`src/common/rtcc_pkg.sv`:
```
// constants and types shared by the rtc control, interrupt and status block
package rtcc_pkg;
	// register indices on the multiplexed bus
	localparam logic [7:0] REG_CTRL  = 8'h0b;
	localparam logic [7:0] REG_FLAGS = 8'h0c;
	localparam logic [7:0] REG_VALID = 8'h0d;

	// control_settings fields
	localparam int CTL_FREEZE = 7;
	localparam int CTL_PIE    = 6;
	localparam int CTL_AIE    = 5;
	localparam int CTL_UIE    = 4;
	localparam int CTL_SQUARE_WAVE_ENABLE   = 3;
	localparam int CTL_DM     = 2;
	localparam int CTL_H24    = 1;
	localparam int CTL_DSE    = 0;

	// interrupt_flags fields
	localparam int FLG_ANY = 7;
	localparam int FLG_PF  = 6;
	localparam int FLG_AF  = 5;
	localparam int FLG_UF  = 4;
	localparam logic [3:0] FLG_LOW_ZERO = 4'h0;

	// ram_time_validity fields
	localparam logic [6:0] VAL_LOW_ZERO = 7'h00;

	localparam logic [1:0] ALARM_ANY = 2'h3;
	localparam logic [3:0] RATE_OFF  = 4'h0;

	// divider chain: stage 0 toggles at 32.768 kHz, top stage at 1 Hz
	localparam int DIV_W   = 16;
	localparam int SEC_TAP = 15;
	localparam int PRE_W   = 11;
	localparam int CNT_W   = 15;

	localparam int CLK_PERIOD_NS = 10;
	localparam int T_BUC_NS      = 244000;
	localparam int T_UC_NS       = 248000;
	localparam int T_TAP_NS      = 15259;
	localparam int BUC_CYC       = (T_BUC_NS + CLK_PERIOD_NS - 1) / CLK_PERIOD_NS;
	localparam int UC_CYC        = T_UC_NS / CLK_PERIOD_NS;
	localparam int TAP_CYC       = T_TAP_NS / CLK_PERIOD_NS;

	typedef enum logic [1:0] {
		UPD_IDLE = 2'b00,
		UPD_WAIT = 2'b01,
		UPD_RUN  = 2'b10
	} rtcc_upd_state_t;
endpackage

```
`src/rtl/rtcc_rate_gen.sv`:
```
// divider chain, periodic tap select and one-second tick
`timescale 1ns/10ps
module rtcc_rate_gen (
	input  wire logic       core_clk,
	input  wire logic       reset_n,
	input  wire logic       clk_en,
	input  wire logic [3:0] rate_select,
	output logic            periodic_tick,
	output logic            tap_level,
	output logic            second_tick
);
	logic [rtcc_pkg::PRE_W-1:0] pre_q;
	logic [rtcc_pkg::DIV_W-1:0] div_q;
	logic                       tap_q;
	logic                       sec_q;

	function automatic logic tap_sel(input logic [3:0] rs, input logic [rtcc_pkg::DIV_W-1:0] d);
		if (rs == rtcc_pkg::RATE_OFF)
			return 1'b0;
		return d[rs - 4'h1];
	endfunction

	always_ff @(posedge core_clk or negedge reset_n) begin
		if (!reset_n) begin
			pre_q <= '0;
			div_q <= '0;
		end else if (clk_en) begin
			if (pre_q == rtcc_pkg::PRE_W'(rtcc_pkg::TAP_CYC - 1)) begin
				pre_q <= '0;
				div_q <= div_q + 1'b1;
			end else begin
				pre_q <= pre_q + 1'b1;
			end
		end
	end

	always_ff @(posedge core_clk or negedge reset_n) begin
		if (!reset_n) begin
			tap_q <= 1'b0;
			sec_q <= 1'b0;
		end else if (clk_en) begin
			tap_q <= tap_sel(rate_select, div_q);
			sec_q <= div_q[rtcc_pkg::SEC_TAP];
		end
	end

	assign tap_level     = tap_q;
	// rising edge of the chosen tap marks a period
	assign periodic_tick = clk_en & ~tap_q & tap_sel(rate_select, div_q);
	assign second_tick   = clk_en & ~sec_q & div_q[rtcc_pkg::SEC_TAP];
endmodule

```
`src/rtl/rtcc_upd_seq.sv`:
```
// once-per-second update sequencer: lead-in, update cycle, end pulse
`timescale 1ns/10ps
module rtcc_upd_seq #(
	parameter int BUC_CYCLES = rtcc_pkg::BUC_CYC,
	parameter int UC_CYCLES  = rtcc_pkg::UC_CYC
) (
	input  wire logic core_clk,
	input  wire logic reset_n,
	input  wire logic clk_en,
	input  wire logic second_tick,
	input  wire logic freeze,
	output logic      update_pending,
	output logic      update_active,
	output logic      update_start,
	output logic      update_ended
);
	rtcc_pkg::rtcc_upd_state_t  state_q;
	logic [rtcc_pkg::CNT_W-1:0] cnt_q;

	always_ff @(posedge core_clk or negedge reset_n) begin
		if (!reset_n) begin
			state_q <= rtcc_pkg::UPD_IDLE;
			cnt_q   <= '0;
		end else if (clk_en) begin
			if (freeze) begin
				state_q <= rtcc_pkg::UPD_IDLE;
				cnt_q   <= '0;
			end else begin
				case (state_q)
					rtcc_pkg::UPD_IDLE: begin
						if (second_tick) begin
							state_q <= rtcc_pkg::UPD_WAIT;
							cnt_q   <= rtcc_pkg::CNT_W'(BUC_CYCLES - 1);
						end
					end
					rtcc_pkg::UPD_WAIT: begin
						if (cnt_q == '0) begin
							state_q <= rtcc_pkg::UPD_RUN;
							cnt_q   <= rtcc_pkg::CNT_W'(UC_CYCLES - 1);
						end else begin
							cnt_q <= cnt_q - 1'b1;
						end
					end
					rtcc_pkg::UPD_RUN: begin
						if (cnt_q == '0)
							state_q <= rtcc_pkg::UPD_IDLE;
						else
							cnt_q <= cnt_q - 1'b1;
					end
					default: state_q <= rtcc_pkg::UPD_IDLE;
				endcase
			end
		end
	end

	assign update_pending = state_q != rtcc_pkg::UPD_IDLE;
	assign update_active  = state_q == rtcc_pkg::UPD_RUN;
	assign update_start   = clk_en & ~freeze & (state_q == rtcc_pkg::UPD_WAIT) & (cnt_q == '0);
	assign update_ended   = clk_en & ~freeze & (state_q == rtcc_pkg::UPD_RUN) & (cnt_q == '0);
endmodule

```
`src/rtl/rtcc_core.sv`:
```
// rtc control settings, interrupt flags, validity bit and bus port
`timescale 1ns/10ps
// What this block does
// - freeze stops and blocks once-per-second updates
// - periodic enable gates periodic flag onto irq
// - periodic enable changed only by software, reset
// - alarm flag on match, 11xxxxxx matches anything
// - alarm enable gates alarm flag, reset clears
// - update enable cleared by reset or freeze
// - square wave follows rate, low when disabled
// - binary format bit, software only, no reset
// - 24-hour bit, software only
// - april last sunday: 1:59:59 jumps to 3:00:00
// - october: first 1:59:59 returns to 1:00:00
// - flag register read-only, low nibble zero
// - any flag is or of enabled flags
// - irq driven low while any flag set
// - flags clear on read and in reset
// - periodic flag set on tap edge always
// - update flag set at each update end
// - validity bit zero while power sense low
// - validity bit set only by reading it
// - validity low bits read zero, unwritable
// - rate zero disables, codes double the period
// - pending rises 244 us before update
// - update cycle lasts 248 us
module rtcc_core #(
	parameter int BUC_CYCLES = rtcc_pkg::BUC_CYC,
	parameter int UC_CYCLES  = rtcc_pkg::UC_CYC
) (
	input  wire logic       core_clk,
	input  wire logic       reset_n,
	input  wire logic       clk_en,
	input  wire logic [7:0] ad_in,
	output logic      [7:0] ad_out,
	output logic            ad_oe_n,
	input  wire logic       address_strobe,
	input  wire logic       data_strobe,
	input  wire logic       read_write,
	input  wire logic       chip_enable_n,
	output logic            interrupt_request_out,
	output logic            interrupt_request_oe_n,
	input  wire logic       power_sense_in,
	output logic            ram_time_valid,
	input  wire logic [3:0] rate_select,
	output logic            square_wave_out,
	input  wire logic [7:0] cur_seconds,
	input  wire logic [7:0] cur_minutes,
	input  wire logic [7:0] cur_hours,
	input  wire logic [7:0] alarm_seconds,
	input  wire logic [7:0] alarm_minutes,
	input  wire logic [7:0] alarm_hours,
	input  wire logic       spring_day_in,
	input  wire logic       fall_day_in,
	input  wire logic       at_015959_am_in,
	output logic            freeze_updates,
	output logic            data_format_binary,
	output logic            hour_format_24,
	output logic            summer_time_enable,
	output logic            update_pending,
	output logic            update_active,
	output logic            update_start,
	output logic            dst_jump_forward,
	output logic            dst_jump_back
);
	logic       as_q;
	logic       ds_q;
	logic [7:0] addr_q;
	logic [7:0] rdata_q;
	logic       drive_q;
	logic       freeze_q;
	logic       pie_q;
	logic       aie_q;
	logic       uie_q;
	logic       square_wave_enable_q;
	logic       dm_q;
	logic       h24_q;
	logic       dse_q;
	logic       pf_q;
	logic       af_q;
	logic       uf_q;
	logic       vrt_q;
	logic       sqw_q;
	logic       fwd_q;
	logic       back_q;
	logic       fall_done_q;
	logic       periodic_tick;
	logic       tap_level;
	logic       second_tick;
	logic       update_ended;
	logic       ds_rise;
	logic       ds_fall;
	logic       rd_start;
	logic       rd_flags;
	logic       rd_valid;
	logic       ctrl_wr;
	logic       alarm_hit;
	logic       any_flag;
	logic [7:0] ctrl_view;
	logic [7:0] flags_view;
	logic [7:0] valid_view;

	function automatic logic reg_hit(input logic [7:0] a);
		return (a == rtcc_pkg::REG_CTRL) || (a == rtcc_pkg::REG_FLAGS) || (a == rtcc_pkg::REG_VALID);
	endfunction

	function automatic logic alarm_match(input logic [7:0] alm, input logic [7:0] cur);
		return (alm[7:6] == rtcc_pkg::ALARM_ANY) || (alm == cur);
	endfunction

	rtcc_rate_gen u_rate (
		.core_clk      (core_clk),
		.reset_n       (reset_n),
		.clk_en        (clk_en),
		.rate_select   (rate_select),
		.periodic_tick (periodic_tick),
		.tap_level     (tap_level),
		.second_tick   (second_tick)
	);

	rtcc_upd_seq #(
		.BUC_CYCLES (BUC_CYCLES),
		.UC_CYCLES  (UC_CYCLES)
	) u_seq (
		.core_clk       (core_clk),
		.reset_n        (reset_n),
		.clk_en         (clk_en),
		.second_tick    (second_tick),
		.freeze         (freeze_q),
		.update_pending (update_pending),
		.update_active  (update_active),
		.update_start   (update_start),
		.update_ended   (update_ended)
	);

	// bus strobes are sampled synchronously; edges found against last sample
	always_ff @(posedge core_clk or negedge reset_n) begin
		if (!reset_n) begin
			as_q <= 1'b0;
			ds_q <= 1'b0;
		end else if (clk_en) begin
			as_q <= address_strobe;
			ds_q <= data_strobe;
		end
	end

	// register index latched as address strobe falls
	always_ff @(posedge core_clk or negedge reset_n) begin
		if (!reset_n)
			addr_q <= '0;
		else if (clk_en && as_q && !address_strobe)
			addr_q <= ad_in;
	end

	assign ds_rise  = clk_en & ~ds_q & data_strobe;
	assign ds_fall  = clk_en & ds_q & ~data_strobe;
	assign rd_start = ds_rise & read_write & ~chip_enable_n & reg_hit(addr_q);
	assign rd_flags = rd_start & (addr_q == rtcc_pkg::REG_FLAGS);
	assign rd_valid = rd_start & (addr_q == rtcc_pkg::REG_VALID);
	assign ctrl_wr  = ds_fall & ~read_write & ~chip_enable_n & (addr_q == rtcc_pkg::REG_CTRL);

	always_comb begin
		ctrl_view = '0;
		ctrl_view[rtcc_pkg::CTL_FREEZE] = freeze_q;
		ctrl_view[rtcc_pkg::CTL_PIE]    = pie_q;
		ctrl_view[rtcc_pkg::CTL_AIE]    = aie_q;
		ctrl_view[rtcc_pkg::CTL_UIE]    = uie_q;
		ctrl_view[rtcc_pkg::CTL_SQUARE_WAVE_ENABLE]   = square_wave_enable_q;
		ctrl_view[rtcc_pkg::CTL_DM]     = dm_q;
		ctrl_view[rtcc_pkg::CTL_H24]    = h24_q;
		ctrl_view[rtcc_pkg::CTL_DSE]    = dse_q;
	end

	assign any_flag   = (pf_q & pie_q) | (af_q & aie_q) | (uf_q & uie_q);
	assign flags_view = {any_flag, pf_q, af_q, uf_q, rtcc_pkg::FLG_LOW_ZERO};
	assign valid_view = {ram_time_valid, rtcc_pkg::VAL_LOW_ZERO};

	// read data captured at strobe rise and held until it falls
	always_ff @(posedge core_clk or negedge reset_n) begin
		if (!reset_n) begin
			rdata_q <= '0;
			drive_q <= 1'b0;
		end else if (rd_start) begin
			drive_q <= 1'b1;
			case (addr_q)
				rtcc_pkg::REG_CTRL:  rdata_q <= ctrl_view;
				rtcc_pkg::REG_FLAGS: rdata_q <= flags_view;
				rtcc_pkg::REG_VALID: rdata_q <= valid_view;
				default:             rdata_q <= '0;
			endcase
		end else if (ds_fall) begin
			drive_q <= 1'b0;
		end
	end

	assign ad_out  = rdata_q;
	assign ad_oe_n = ~drive_q;

	// enables that reset clears; nothing inside the block touches them
	always_ff @(posedge core_clk or negedge reset_n) begin
		if (!reset_n) begin
			freeze_q <= 1'b0;
			pie_q    <= 1'b0;
			aie_q    <= 1'b0;
			uie_q    <= 1'b0;
			square_wave_enable_q   <= 1'b0;
		end else if (ctrl_wr) begin
			freeze_q <= ad_in[rtcc_pkg::CTL_FREEZE];
			pie_q    <= ad_in[rtcc_pkg::CTL_PIE];
			aie_q    <= ad_in[rtcc_pkg::CTL_AIE];
			uie_q    <= ad_in[rtcc_pkg::CTL_UIE] & ~ad_in[rtcc_pkg::CTL_FREEZE];
			square_wave_enable_q   <= ad_in[rtcc_pkg::CTL_SQUARE_WAVE_ENABLE];
		end
	end

	// format bits survive reset on purpose: they describe the stored time
	always_ff @(posedge core_clk) begin
		if (ctrl_wr) begin
			dm_q  <= ad_in[rtcc_pkg::CTL_DM];
			h24_q <= ad_in[rtcc_pkg::CTL_H24];
			dse_q <= ad_in[rtcc_pkg::CTL_DSE];
		end
	end

	assign freeze_updates     = freeze_q;
	assign data_format_binary = dm_q;
	assign hour_format_24     = h24_q;
	assign summer_time_enable = dse_q;

	assign alarm_hit = alarm_match(alarm_hours, cur_hours) & alarm_match(alarm_minutes, cur_minutes) &
		alarm_match(alarm_seconds, cur_seconds);

	// set beats the read clear so an event in the read cycle is kept
	always_ff @(posedge core_clk or negedge reset_n) begin
		if (!reset_n) begin
			pf_q <= 1'b0;
			af_q <= 1'b0;
			uf_q <= 1'b0;
		end else if (clk_en) begin
			pf_q <= (pf_q & ~rd_flags) | periodic_tick;
			af_q <= (af_q & ~rd_flags) | (update_ended & alarm_hit);
			uf_q <= (uf_q & ~rd_flags) | update_ended;
		end
	end

	// open drain: only ever pulls low
	assign interrupt_request_out  = 1'b0;
	assign interrupt_request_oe_n = ~any_flag;

	// power sense forces the bit regardless of reset or clock enable
	always_ff @(posedge core_clk) begin
		if (!power_sense_in)
			vrt_q <= 1'b0;
		else if (rd_valid)
			vrt_q <= 1'b1;
	end

	assign ram_time_valid = vrt_q & power_sense_in;

	always_ff @(posedge core_clk or negedge reset_n) begin
		if (!reset_n)
			sqw_q <= 1'b0;
		else if (clk_en)
			sqw_q <= square_wave_enable_q & tap_level;
	end

	assign square_wave_out = sqw_q;

	// clock changes are issued at the start of the update at 1:59:59 am
	always_ff @(posedge core_clk or negedge reset_n) begin
		if (!reset_n) begin
			fwd_q       <= 1'b0;
			back_q      <= 1'b0;
			fall_done_q <= 1'b0;
		end else if (clk_en) begin
			fwd_q  <= update_start & dse_q & spring_day_in & at_015959_am_in;
			back_q <= update_start & dse_q & fall_day_in & at_015959_am_in & ~fall_done_q;
			if (!fall_day_in)
				fall_done_q <= 1'b0;
			else if (update_start && dse_q && at_015959_am_in)
				fall_done_q <= 1'b1;
		end
	end

	assign dst_jump_forward = fwd_q;
	assign dst_jump_back    = back_q;
endmodule

```
`config.mk`:
```
export PLATFORM = sky130hd
export DESIGN_NAME = rtcc_core
export DESIGN_NICKNAME = d
export VERILOG_FILES = /design/src/common/rtcc_pkg.sv /design/src/rtl/rtcc_rate_gen.sv /design/src/rtl/rtcc_upd_seq.sv /design/src/rtl/rtcc_core.sv
export SDC_FILE = /design/constraint.sdc
export NUM_CORES = 1
export LEC_CHECK = 0
export BUFFER_PORTS_ARGS = -buffer_cell sky130_fd_sc_hd__buf_2
export CORE_ASPECT_RATIO = 1.5
export CORE_MARGIN = 3
export CORE_UTILIZATION = 45
export DETAILED_ROUTE_END_ITERATION = 12
export PLACE_DENSITY_LB_ADDON = 0.12
export SLEW_MARGIN = 20
export SYNTH_ARGS = -nofsm -noshare
export SYNTH_HDL_FRONTEND = slang
export SYNTH_SLANG_ARGS = --single-unit
```
`constraint.sdc`:
```
create_clock -name core_clk -period 6.4 [get_ports core_clk]
set_clock_uncertainty 0.15 [all_clocks]
set_input_delay 0.32 -clock core_clk [delete_from_list [all_inputs] [get_ports core_clk]]
set_output_delay 0.32 -clock core_clk [all_outputs]
set_load 0.05 [all_outputs]
```
-- Word-level counts from Yosys, hierarchy flattened
Cells that the tools add are included.
- magnitude comparators: 1
- $add $sub $neg: 4
- bitwise logic cells: 56
- equality and inequality tests: 17
- muxes and demuxes: 23
- reduce and logical (&&, ||, !) cells: 20
- operator list (operator ; count):
    2-to-1 mux 15 bit ; 4
    one-hot mux 15 bit (3 select lines) ; 1
    AND 1 bit ; 39
    == test 8 x 4 -> 1 bit (second input constant) ; 3
    == test 8 bit ; 3
    one-hot mux 8 bit (3 select lines) ; 1
    adder 16 x 1 -> 16 bit (second input constant) ; 1
    zero test 15 bit ; 1
    subtractor 15 x 1 -> 15 bit (second input constant) ; 1
    inverter 1 bit ; 12
    adder 11 x 1 -> 11 bit (second input constant) ; 1
    == test 11 bit (second input constant) ; 1
    2-to-1 mux 11 bit ; 1
    2-to-1 mux 1 bit ; 10
    inequality test 3 bit (second input constant) ; 3
    == test 2 bit (second input constant) ; 4
    2-to-1 mux 2 bit ; 4
    AND reduction 4 bit ; 2
    one-hot mux 2 bit (3 select lines) ; 1
    logical OR 1 bit ; 5
    < comparator 4 x 5 -> 1 bit (second input constant) ; 1
    OR 1 bit ; 5
    binary-select mux 1 bit (select 4 bit) ; 1
    logical AND 1 bit ; 4
    other kinds (10) ; 12
- word-level logic and storage cells: 148
- output and inout port bits: 22
- flip-flop bits (word level): 81

-- Longest topological paths before layout
Gate-level depths: netlist of run 1.
- depth in word-level cells: 10
- mapped depth: 8

-- Modules after synthesis
From an unflattened synthesis of run 1, not the netlist that was laid out.
- cell total of the unflattened synthesis: 453
- area, all modules: 4750.8 sq um
- modules (own cells, without submodules) (module ; area each (sq um) ; times used ; cells each):
    rtcc_core ; 1824.2 ; 1 ; 152
    rtcc_rate_gen ; 1595.3 ; 1 ; 160
    rtcc_upd_seq ; 1331.3 ; 1 ; 141

-- Worst setup path after synthesis of run 1
No wires, ideal clock.
- path type: reg2out
- from: register u_seq.cnt_q[0] in the netlist's numbering
- to: output update_start
- required time: 5930 ps
- path slack: 3709 ps
- cell stages (with the launch flop): 7
- buffers on the path: 0
- data arrival time: 2221 ps
- cells stage by stage: dfrtp_1 -> inv_1 -> ha_1 -> nor4b_1 -> and4_1 -> nand2_1 -> nor2_1
- word-level cells in the longest chain between the ends: 2
- RTL lines (item ; RTL line ; text):
    from (decl) ; rtcc_upd_seq.sv:18 ; logic [rtcc_pkg::CNT_W-1:0] cnt_q;
    from (signal assigned) ; rtcc_upd_seq.sv:33 ; cnt_q <= rtcc_pkg::CNT_W'(BUC_CYCLES - 1);
    from (signal assigned) ; rtcc_upd_seq.sv:39 ; cnt_q <= rtcc_pkg::CNT_W'(UC_CYCLES - 1);
    from (signal assigned) ; rtcc_upd_seq.sv:41 ; cnt_q <= cnt_q - 1'b1;
    zero test 15 bit ; rtcc_upd_seq.sv:58 ; assign update_start = clk_en & ~freeze & (state_q == rtcc_pkg::UPD_WAIT) & (cnt_q == '0);
    AND 1 bit ; rtcc_upd_seq.sv:58 ;
    to (decl) ; rtcc_core.sv:62 ; output logic update_start,
Every way passes these cells.

-- Worst setup path after layout of run 1
Same ends and word-level chain as after synthesis.

==> flow_metrics.tcl, run 1 <==
set metrics [dict create \
    path_class "flip-flop to output pin" \
    cts_tree "built" \
    violations "hold timing" \
    multi_input_comb_area_um2 2300 \
    gp_congestion 0.894 \
    antenna_found_initial 1 \
    ios 93 \
    cp-start-kind "flip-flop" \
    whs_ps -22.3 \
    area_growth_pct 18.7 \
    hold_violations 18 \
    ir_worst_vdd_mv 0.196 \
    slew_headroom_pct 36.9 \
    placedCellCount 645 \
    required_ps 5930 \
    rsz0062_at_grt "false" \
    setup_tns_ps 0 \
    io_buffer_count 91 \
    clkLatencyLatePin_ps 340 \
    register_area_um2 2040 \
    initial_core_util_pct 46.3 \
    coreArea_um2 9690 \
    yosysWarnings 0 \
    syn_nets 533 \
    drcViolationCount 0 \
    grt_overflow 0 \
    layout_min_cycle_time_ps 3020 \
    ys_seq_elements 81 \
    vias 3727 \
    power_density_nw_per_um2 330 \
    setup_viol 0 \
    arrival_ps 2550 \
    fmax_mhz 331 \
    grt_start_max_net_pins 78 \
    fin_crit_sh_pct 47.2 \
    cp_num_buf_inv 2 \
    synth-edff-count 3 \
    grt_pass1_wl_um 17600 \
    clockBufferDepth 2 \
    drv_cap 0 \
    critical-path-max-stage-delay_ps 650 \
    drt-pass1-iter-count 5 \
    grt_pass1_vias 3688 \
    synth_most_common_cell "dfrtp_1" \
    routed_via_density 5.64 \
    crit_slowest_cell "nor4b_1" \
    nNetsFinal 623 \
    diodes 0 \
    drive_above_1_share_pct 24.9 \
    cts.clk_slew.worst_paths_ps 60 \
    ys_types 56 \
    cp-end-kind "output pin" \
    cpLargestDelayFamily "simple AND/OR/NAND/NOR gates" \
    yosysSeqAreaShare_pct 45.4 \
    status "finished with violations" \
    syn_inst 451 \
    utilization_pct 54.9 \
    cts-resized-gates 0 \
    fin_cells 661 \
    detail-route-antenna-nets 0 \
    dp_slack_ps 3650 \
    drt_iter0_drc 186 \
    die_h_um 128 \
    synthTopCellsByArea "dfrtp_1 43%, xor2_1 7.2%, o21ai_0 4.0%" \
    worstMarginPinSlew_ps 947 \
    leakagePower_uw 0.00253 \
    cts_setup_buffers 0 \
    critPathMaxFanout 6 \
    crit_chain "inv_1 -> ha_1 -> nor4b_1 -> and4_1 -> nand2_1 -> nor2_1 -> buf_2" \
    syn_area_um2 4480 \
    cts_root_buf "clkbuf_16" \
    ys.flop_type "dfrtp_1" \
    setup_ws_ps 3380 \
    hold_path.class "input port to async pin" \
    synthArstFlopShare_pct 95.1 \
    cts_hold_buf 0 \
    clock-sinks 81 \
    yosysTopAreaCellShare_pct 43.0 \
    place_hpwl_um 8030 \
    ctsHtreeMaxLevel 3 \
    routed_wl_um 10600 \
    rows 44 \
    slew_violations 0 \
    synth_top_area_cell "dfrtp_1" \
    synth_area_per_cell_um2 9.94 \
    die_w_um 87.5 \
    synth_common_cells "77 x dfrtp_1, 43 x nand2_1, 37 x xor2_1" \
    dieArea_um2 11200 \
    globalRouteTotalUtil_pct 20.0 \
    route.detailed.wl_per_inst_um 16.0 \
    cts_buffers 9 \
    n_fill_cell 895 \
]
-- report_power, final --
part | total (µW) | switching, µW | internal [µW]
Combinational | 571 | 347 | 224
Sequential | 695 | 100 | 595
Clock | 492 | 198 | 294
Total | 1760 | 644 | 1110
-- cell type report --
cell class	instances	area share (%)
Clock inverter	2	0.235
Tap cell	115	2.70
Clock buffer	14	5.15
Sequential cell	81	38.3
Inverter	22	1.55
Timing Repair Buffer	93	8.88
Multi-Input combinational cell	334	43.2
-- worst register-to-register path, stage by stage, from the launching register on --
cell     delay, ps
dfrtp_1        380
or4_4          570
nor4_4         490
nor4b_4        600
mux2_2         410
-- layout by cell type, fill, tap and decap left out, types with 6 or more instances in the layout --
| cell | synthesis | layout |
|---|---|---|
| nand3_1 | 19 | 19 |
| inv_1 | 22 | 22 |
| xor2_1 | 37 | 37 |
| xnor2_1 | 11 | 11 |
| a21oi_1 | 10 | 10 |
| mux2_2 | 15 | 15 |
| nand2_1 | 43 | 43 |
| nor2_1 | 34 | 34 |
| clkbuf_16 | 0 | 9 |
| nor3_1 | 8 | 8 |
| nand4_1 | 13 | 13 |
| o21ai_0 | 36 | 35 |
| a22oi_1 | 7 | 7 |
| a22o_1 | 6 | 6 |
| nor4_1 | 15 | 14 |
| dfrtp_1 | 77 | 77 |
| buf_2 | 3 | 90 |
| ha_1 | 11 | 11 |
-- layer usage --
layer / share of wire, % / routed length, µm / global-route usage (%)
met1: 40 / 4260 / 23.5
met2: 51 / 5420 / 33.7
met3: 6.3 / 668 / 4.69
met4: 2.3 / 244 / 9.49
met5: 0.13 / 14 / 0
-- metrics by stage --
stage                     instance area [µm²]  total power, µW
after floorplan                          4480             1100
after global routing                     5320             1880
final                                    5320             1760
after detailed placement                 5030             1260
after global placement                   5030             1250
after CTS                                5320             1760
-- final timing paths --
check / start / end / slack, ps / cells after the start
hold / removal: reset_n / u_seq.cnt_q[4] / -20 / 1
hold reg to reg: ad_out[2] / ad_out[2] / 310 / 2
setup reg to reg: addr_q[5] / freeze_updates / 3690 / 4
max in group asynchronous: reset_n / u_rate.pre_q[8] / 5510 / 1
setup / recovery: u_seq.cnt_q[0] / update_start / 3380 / 7
min in group core_clk: ad_in[2] / data_format_binary / 30 / 1
-- registers in the layout, summed over array words and instances, names as in the netlist, 2 cells and up --
register / cells
ad_out: 8
u_seq.cnt_q: 15
u_seq.state_q: 2
addr_q: 8
u_rate.div_q: 16
u_rate.pre_q: 11
-- cells by family (layout without fill, tap and decap cells) --
group / count (synthesis) / after routing / share of synthesized area, %
simple gates: 169 / 169 / 20.1
compound gates: 85 / 85 / 12.2
flops: 81 / 81 / 45.4
xor+xnor: 48 / 48 / 9.37
buf+inv: 36 / 131 / 3.40
mux: 20 / 20 / 6.28
fa+ha+maj: 11 / 11 / 3.07
other cells: 1 / 1 / 0.0836
(Power assumes the default switching activity.)
==> run 2, diff against run 1 <==
==> constraint.sdc (replaced) <==
create_clock -name core_clk -period 3.1 [get_ports core_clk]
set_clock_uncertainty 0.15 [all_clocks]
set_input_delay 0.155 -clock core_clk [delete_from_list [all_inputs] [get_ports core_clk]]
set_output_delay 0.155 -clock core_clk [all_outputs]
set_load 0.05 [all_outputs]
==> flow_metrics.tcl, run 2 (same netlist as run 1, synthesis figures left out) <==
set metrics [dict create \
    drive_above_1_share_pct 24.9 \
    rows 44 \
    vias 3866 \
    slew_violations 0 \
    io_buffer_count 91 \
    whs_path_depth 2 \
    grt_pass1_vias 3872 \
    drcViolationCount 0 \
    cts_root_buf "clkbuf_16" \
    die_h_um 128 \
    coreArea_um2 9690 \
    ctsHtreeMaxLevel 3 \
    crit_chain "inv_1 -> ha_1 -> nor4b_1 -> buf_4 -> and4_1 -> o31ai_1 -> buf_4 -> o21ai_0 -> a21o_1" \
    detail-route-antenna-nets 0 \
    worstHoldStart "read_write" \
    nNetsFinal 644 \
    clock-sinks 81 \
    setup_tns_ps 0 \
    final_cell_mix "90 x buf_2, 77 x dfrtp_1, 43 x nand2_1" \
    crit_slowest_cell "o31ai_1" \
    regMostFlops "u_rate.div_q" \
    hold_violations 0 \
    crit_top_cell "buf_4" \
    initial_core_util_pct 46.3 \
    clkLatencyLatePin_ps 340 \
    drt-pass1-iter-count 4 \
    largest_registers "u_rate.div_q: 16 flops, u_seq.cnt_q: 15 flops, u_rate.pre_q: 11 flops" \
    gp_congestion 0.896 \
    grt_start_max_net_pins 78 \
    power_density_nw_per_um2 659 \
    required_ps 3180 \
    slew_headroom_pct 35.7 \
    layout_min_cycle_time_ps 2630 \
    dp_slack_ps 518 \
    arrival_ps 2710 \
    rsz0062_at_grt "false" \
    fmax_mhz 380 \
    setup_ws_ps 470 \
    antenna_found_initial 0 \
    ir_worst_vdd_mv 0.347 \
    grt_pass1_wl_um 18000 \
    worstMarginPinSlew_ps 964 \
    drt_iter0_drc 252 \
    r2r_end "u_seq.cnt_q[5]" \
    diodes 0 \
    route.detailed.wl_per_inst_um 16.0 \
    routed_via_density 5.67 \
    place_hpwl_um 8280 \
    cts.clk_slew.worst_paths_ps 60 \
    routed_wl_um 10900 \
    n_fill_cell 843 \
    path_class "flip-flop to flip-flop" \
    worstReg2RegStart "u_seq.cnt_q[0]" \
    setup_viol 0 \
    cts_buffers 9 \
    utilization_pct 56.7 \
    status "complete, no violations" \
    die_w_um 87.5 \
    globalRouteTotalUtil_pct 20.6 \
    area_growth_pct 22.4 \
    cts-resized-gates 0 \
    cp-start-kind "flip-flop" \
    dieArea_um2 11200 \
    hold_end "data_format_binary" \
    r2r_cells 9 \
    cts_tree "built" \
    cp-end-kind "flip-flop" \
    clockBufferDepth 2 \
    largest_reg_flops 16 \
    ios 93 \
    final_common_cell "buf_2" \
    drv_cap 0 \
    critPathMaxFanout 8 \
    fin_crit_sh_pct 84.8 \
    critical-path-max-stage-delay_ps 600 \
    grt_overflow 0 \
    r2r_slack_ps 470 \
    hold_path.class "input port to flip-flop" \
    leakagePower_uw 0.00261 \
]
==> run 2: changes by cell type in the layout (fill, tap and decap cells not counted), sizes merged <==
cell	before	now
clkbuf	14	11
clkinv	1	3
clkinvlp	1	2
dlygate4sd3	0	14
buf	93	100
==> run 2: power breakdown <==
part           internal (µW)  total, µW  switching (µW)  leakage [µW]
Combinational            495       1230             735       0.00144
Sequential              1230       1430             202       0.00105
Clock                    540        956             417      0.000123
==> run 2: cell type report <==
| cell class | count | area (µm²) | share of cell area [%] |
|---|---|---|---|
| well taps | 115 | 144 | 2.62 |
| multi-input cells | 334 | 2290 | 41.8 |
| flip-flops and latches | 81 | 2040 | 37.1 |
| clock inverters | 5 | 32.5 | 0.593 |
| repair buffers | 114 | 666 | 12.1 |
| inverters | 22 | 82.6 | 1.50 |
| clock buffers | 11 | 233 | 4.24 |
==> run 2: metrics by stage <==
step           cells  cell area (µm²)  power (µW)  hold slack (ps)
6_report         682             5490        3620             69.3
5_1_grt          682             5490        3850             63.6
4_1_cts          682             5490        3640             50.1
3_5_place_dp     652             5080        2650              199
3_3_place_gp     652             5080        2610              196
2_1_floorplan    451             4480        2270             -291
==> run 2: how the worst max path moves through the flow <==
stage,slack [ps],to,startpoint,cells past startpoint
finish,470,u_seq.cnt_q[5],u_seq.cnt_q[0],9
global route,340,u_seq.cnt_q[5],u_seq.state_q[1],8
CTS,500,u_seq.cnt_q[5],u_seq.cnt_q[0],9
detailed placement,520,u_seq.cnt_q[5],u_seq.cnt_q[0],9
global placement,630,u_seq.cnt_q[5],u_seq.cnt_q[0],9
floorplan,430,ad_out[7],pf_q,4
==> run 2: layer usage <==
| layer | vias to the layer above | routed length, µm | global-route usage [%] |
|---|---|---|---|
| met4 | 0 | 391 | 11.7 |
| li1 | 1851 | - | - |
| met2 | 144 | 5580 | 35.2 |
| met1 | 1843 | 4220 | 23.8 |
| met3 | 28 | 735 | 3.47 |
| met5 | - | 0 | 0 |
==> run 2: worst max-delay path, delay by kind of cell (launching register included) <==
kind | cells | cell delay (ps)
DFF | 1 | 390
and+or+nand+nor | 2 | 340
adders and majority gates | 1 | 200
buffers and inverters | 3 | 540
AOI/OAI and AO/OA | 3 | 890
==> run 2: what timing repair did <==
item	in CTS	in global routing
setup endpoints to repair	0	0
hold buffers	14	0
setup buffers	0	0
hold endpoints to repair	99	0
==> run 3, diff against run 2 <==
==> constraint.sdc (replaced) <==
create_clock -name core_clk -period 2.4 [get_ports core_clk]
set_clock_uncertainty 0.15 [all_clocks]
set_input_delay 0.12 -clock core_clk [delete_from_list [all_inputs] [get_ports core_clk]]
set_output_delay 0.12 -clock core_clk [all_outputs]
set_load 0.05 [all_outputs]
==> flow_metrics.tcl, run 3 (same netlist as run 1, synthesis figures left out) <==
set metrics [dict create \
    fin_crit_sh_pct 95.5 \
    place_hpwl_um 8350 \
    r2r_cells 5 \
    cts.clk_slew.worst_paths_ps 60 \
    area_growth_pct 28.2 \
    arrival_ps 2020 \
    hold_violations 0 \
    critical-path-max-stage-delay_ps 410 \
    gp_congestion 0.898 \
    placedCellCount 669 \
    drcViolationCount 0 \
    p_sw_uw 1890 \
    seqPwrFrac_pct 37.2 \
    drv_cap 0 \
    largest_reg_flops 16 \
    final_cell_mix "89 x buf_2, 77 x dfrtp_1, 43 x nand2_1" \
    p_int_uw 3080 \
    routed_via_density 5.57 \
    drive_above_1_share_pct 29.0 \
    cts_root_buf "clkbuf_16" \
    nNetsFinal 666 \
    fin_cells 704 \
    route.detailed.wl_per_inst_um 16.1 \
    status "complete, no violations" \
    grt_pass1_wl_um 18400 \
    fmax_mhz 436 \
    clkLatencyLatePin_ps 340 \
    cpLargestDelayFamily "simple AND/OR/NAND/NOR gates" \
    required_ps 2130 \
    power_density_nw_per_um2 865 \
    ctsHtreeMaxLevel 3 \
    clock-sinks 81 \
    cp-end-kind "output pin" \
    utilization_pct 59.3 \
    layout_min_cycle_time_ps 2290 \
    setup_viol 0 \
    grt_start_max_net_pins 78 \
    critPathMaxFanout 4 \
    die_w_um 87.5 \
    final_common_cell "buf_2" \
    crit_slowest_cell "dfrtp_1" \
    dp_slack_ps 143 \
    cp_num_buf_inv 3 \
    clockBufferDepth 2 \
    largest_registers "u_rate.div_q: 16 flops, u_seq.cnt_q: 15 flops, u_rate.pre_q: 11 flops" \
    cts_tree "built" \
    power_frac_comb_pct 36.0 \
    cts_buffers 9 \
    drt_iter0_drc 224 \
    detail-route-antenna-nets 0 \
    p_clk_share_pct 26.8 \
    antenna_found_initial 0 \
    fin_area_um2 5750 \
    rows 44 \
    io_buffer_count 91 \
    placed_cell_area_um2 5240 \
    die_h_um 128 \
    hold_path.class "input port to flip-flop" \
    dieArea_um2 11200 \
    setup_ws_ps 108 \
    crit_chain "inv_2 -> ha_1 -> nor4b_4 -> buf_4 -> and4_1 -> nand2_1 -> nor2_2 -> buf_6" \
    regMostFlops "u_rate.div_q" \
    ir_worst_vdd_mv 0.523 \
    whs_path_depth 5 \
    drt-pass1-iter-count 4 \
    leakagePower_uw 0.00274 \
    initial_core_util_pct 46.3 \
    grt_overflow 0 \
    diodes 0 \
    cp-start-kind "flip-flop" \
    globalRouteTotalUtil_pct 20.9 \
    coreArea_um2 9690 \
    grt_pass1_vias 3926 \
    ios 93 \
    routed_wl_um 11300 \
    p_sw_share_pct 38.1 \
    path_class "flip-flop to output pin" \
    vias 3918 \
    path_depth 8 \
    slew_violations 0 \
]
==> run 3: cell count changes in the layout (fill, tap and decap cells not counted), sizes merged <==
cell	previous run	this run
buf	100	119
clkbuf	11	9
clkinv	3	1
dlygate4sd3	14	17
inv	22	26
==> run 3: power by group through the flow <==
stage	logic [µW]	clock network [µW]	registers, µW
2_1_floorplan	1170	0	1760
3_3_place_gp	1670	0	1820
3_5_place_dp	1710	0	1830
4_1_cts	1740	1370	1810
5_1_grt	1990	1410	1880
6_report	1790	1330	1850
==> run 3: per-stage QoR <==
| stage | power, µW | TNS [ps] | hold slack (ps) |
|---|---|---|---|
| floorplan | 2940 | -184 | -326 |
| global route | 5280 | -2.43 | 118 |
| finish | 4970 | 0 | 40.2 |
| CTS | 4920 | 0 | 25.5 |
| detailed placement | 3540 | 0 | 28.5 |
| global placement | 3490 | 0 | 25.4 |
==> run 3: layout make-up <==
class / instances / area [µm²]
multi-input cells: 334 / 2340
flip-flops and latches: 81 / 2040
clock inverters: 7 / 61.3
repair buffers: 136 / 857
clock buffers: 9 / 225
inverters: 22 / 82.6
well taps: 115 / 144
fillers: 825 / 3940
==> run 3: worst paths after layout <==
| kind | start | end | slack, ps |
|---|---|---|---|
| worst min register to register | ad_out[3] | ad_out[3] | 310 |
| max in group asynchronous | reset_n | u_seq.cnt_q[12] | 1580 |
| min in group asynchronous | reset_n | ad_out[2] | 190 |
| worst max register to register | addr_q[5] | square_wave_enable_q | 140 |
| worst min-delay path | rate_select[3] | u_rate.tap_level | 40 |
| worst max-delay path | u_seq.cnt_q[1] | update_start | 110 |
==> run 3: timing repair <==
action                                  4_1_cts  5_1_grt
buffers inserted                              0        2
hold buffers                                 17        0
endpoints found under the setup margin        1        1
hold endpoints to repair                    101        0
resized for setup                             3        6
==> run 3: layer usage <==
metal	share of wire (%)	routed length [µm]	global-route usage [%]	up-vias
li1	-	-	-	1888
met1	40	4510	23.9	1900
met2	52	5880	37.3	106
met3	6.1	693	4.05	24
met4	2.3	258	9.03	0
met5	0	0	0	-
==> run 3: worst register-to-register path: cells and delay by family (launching register included) <==
family	cells	cell delay, ps
buffers and inverters	1	220
DFF	1	380
and+or+nand+nor	3	1060
muxes	1	330
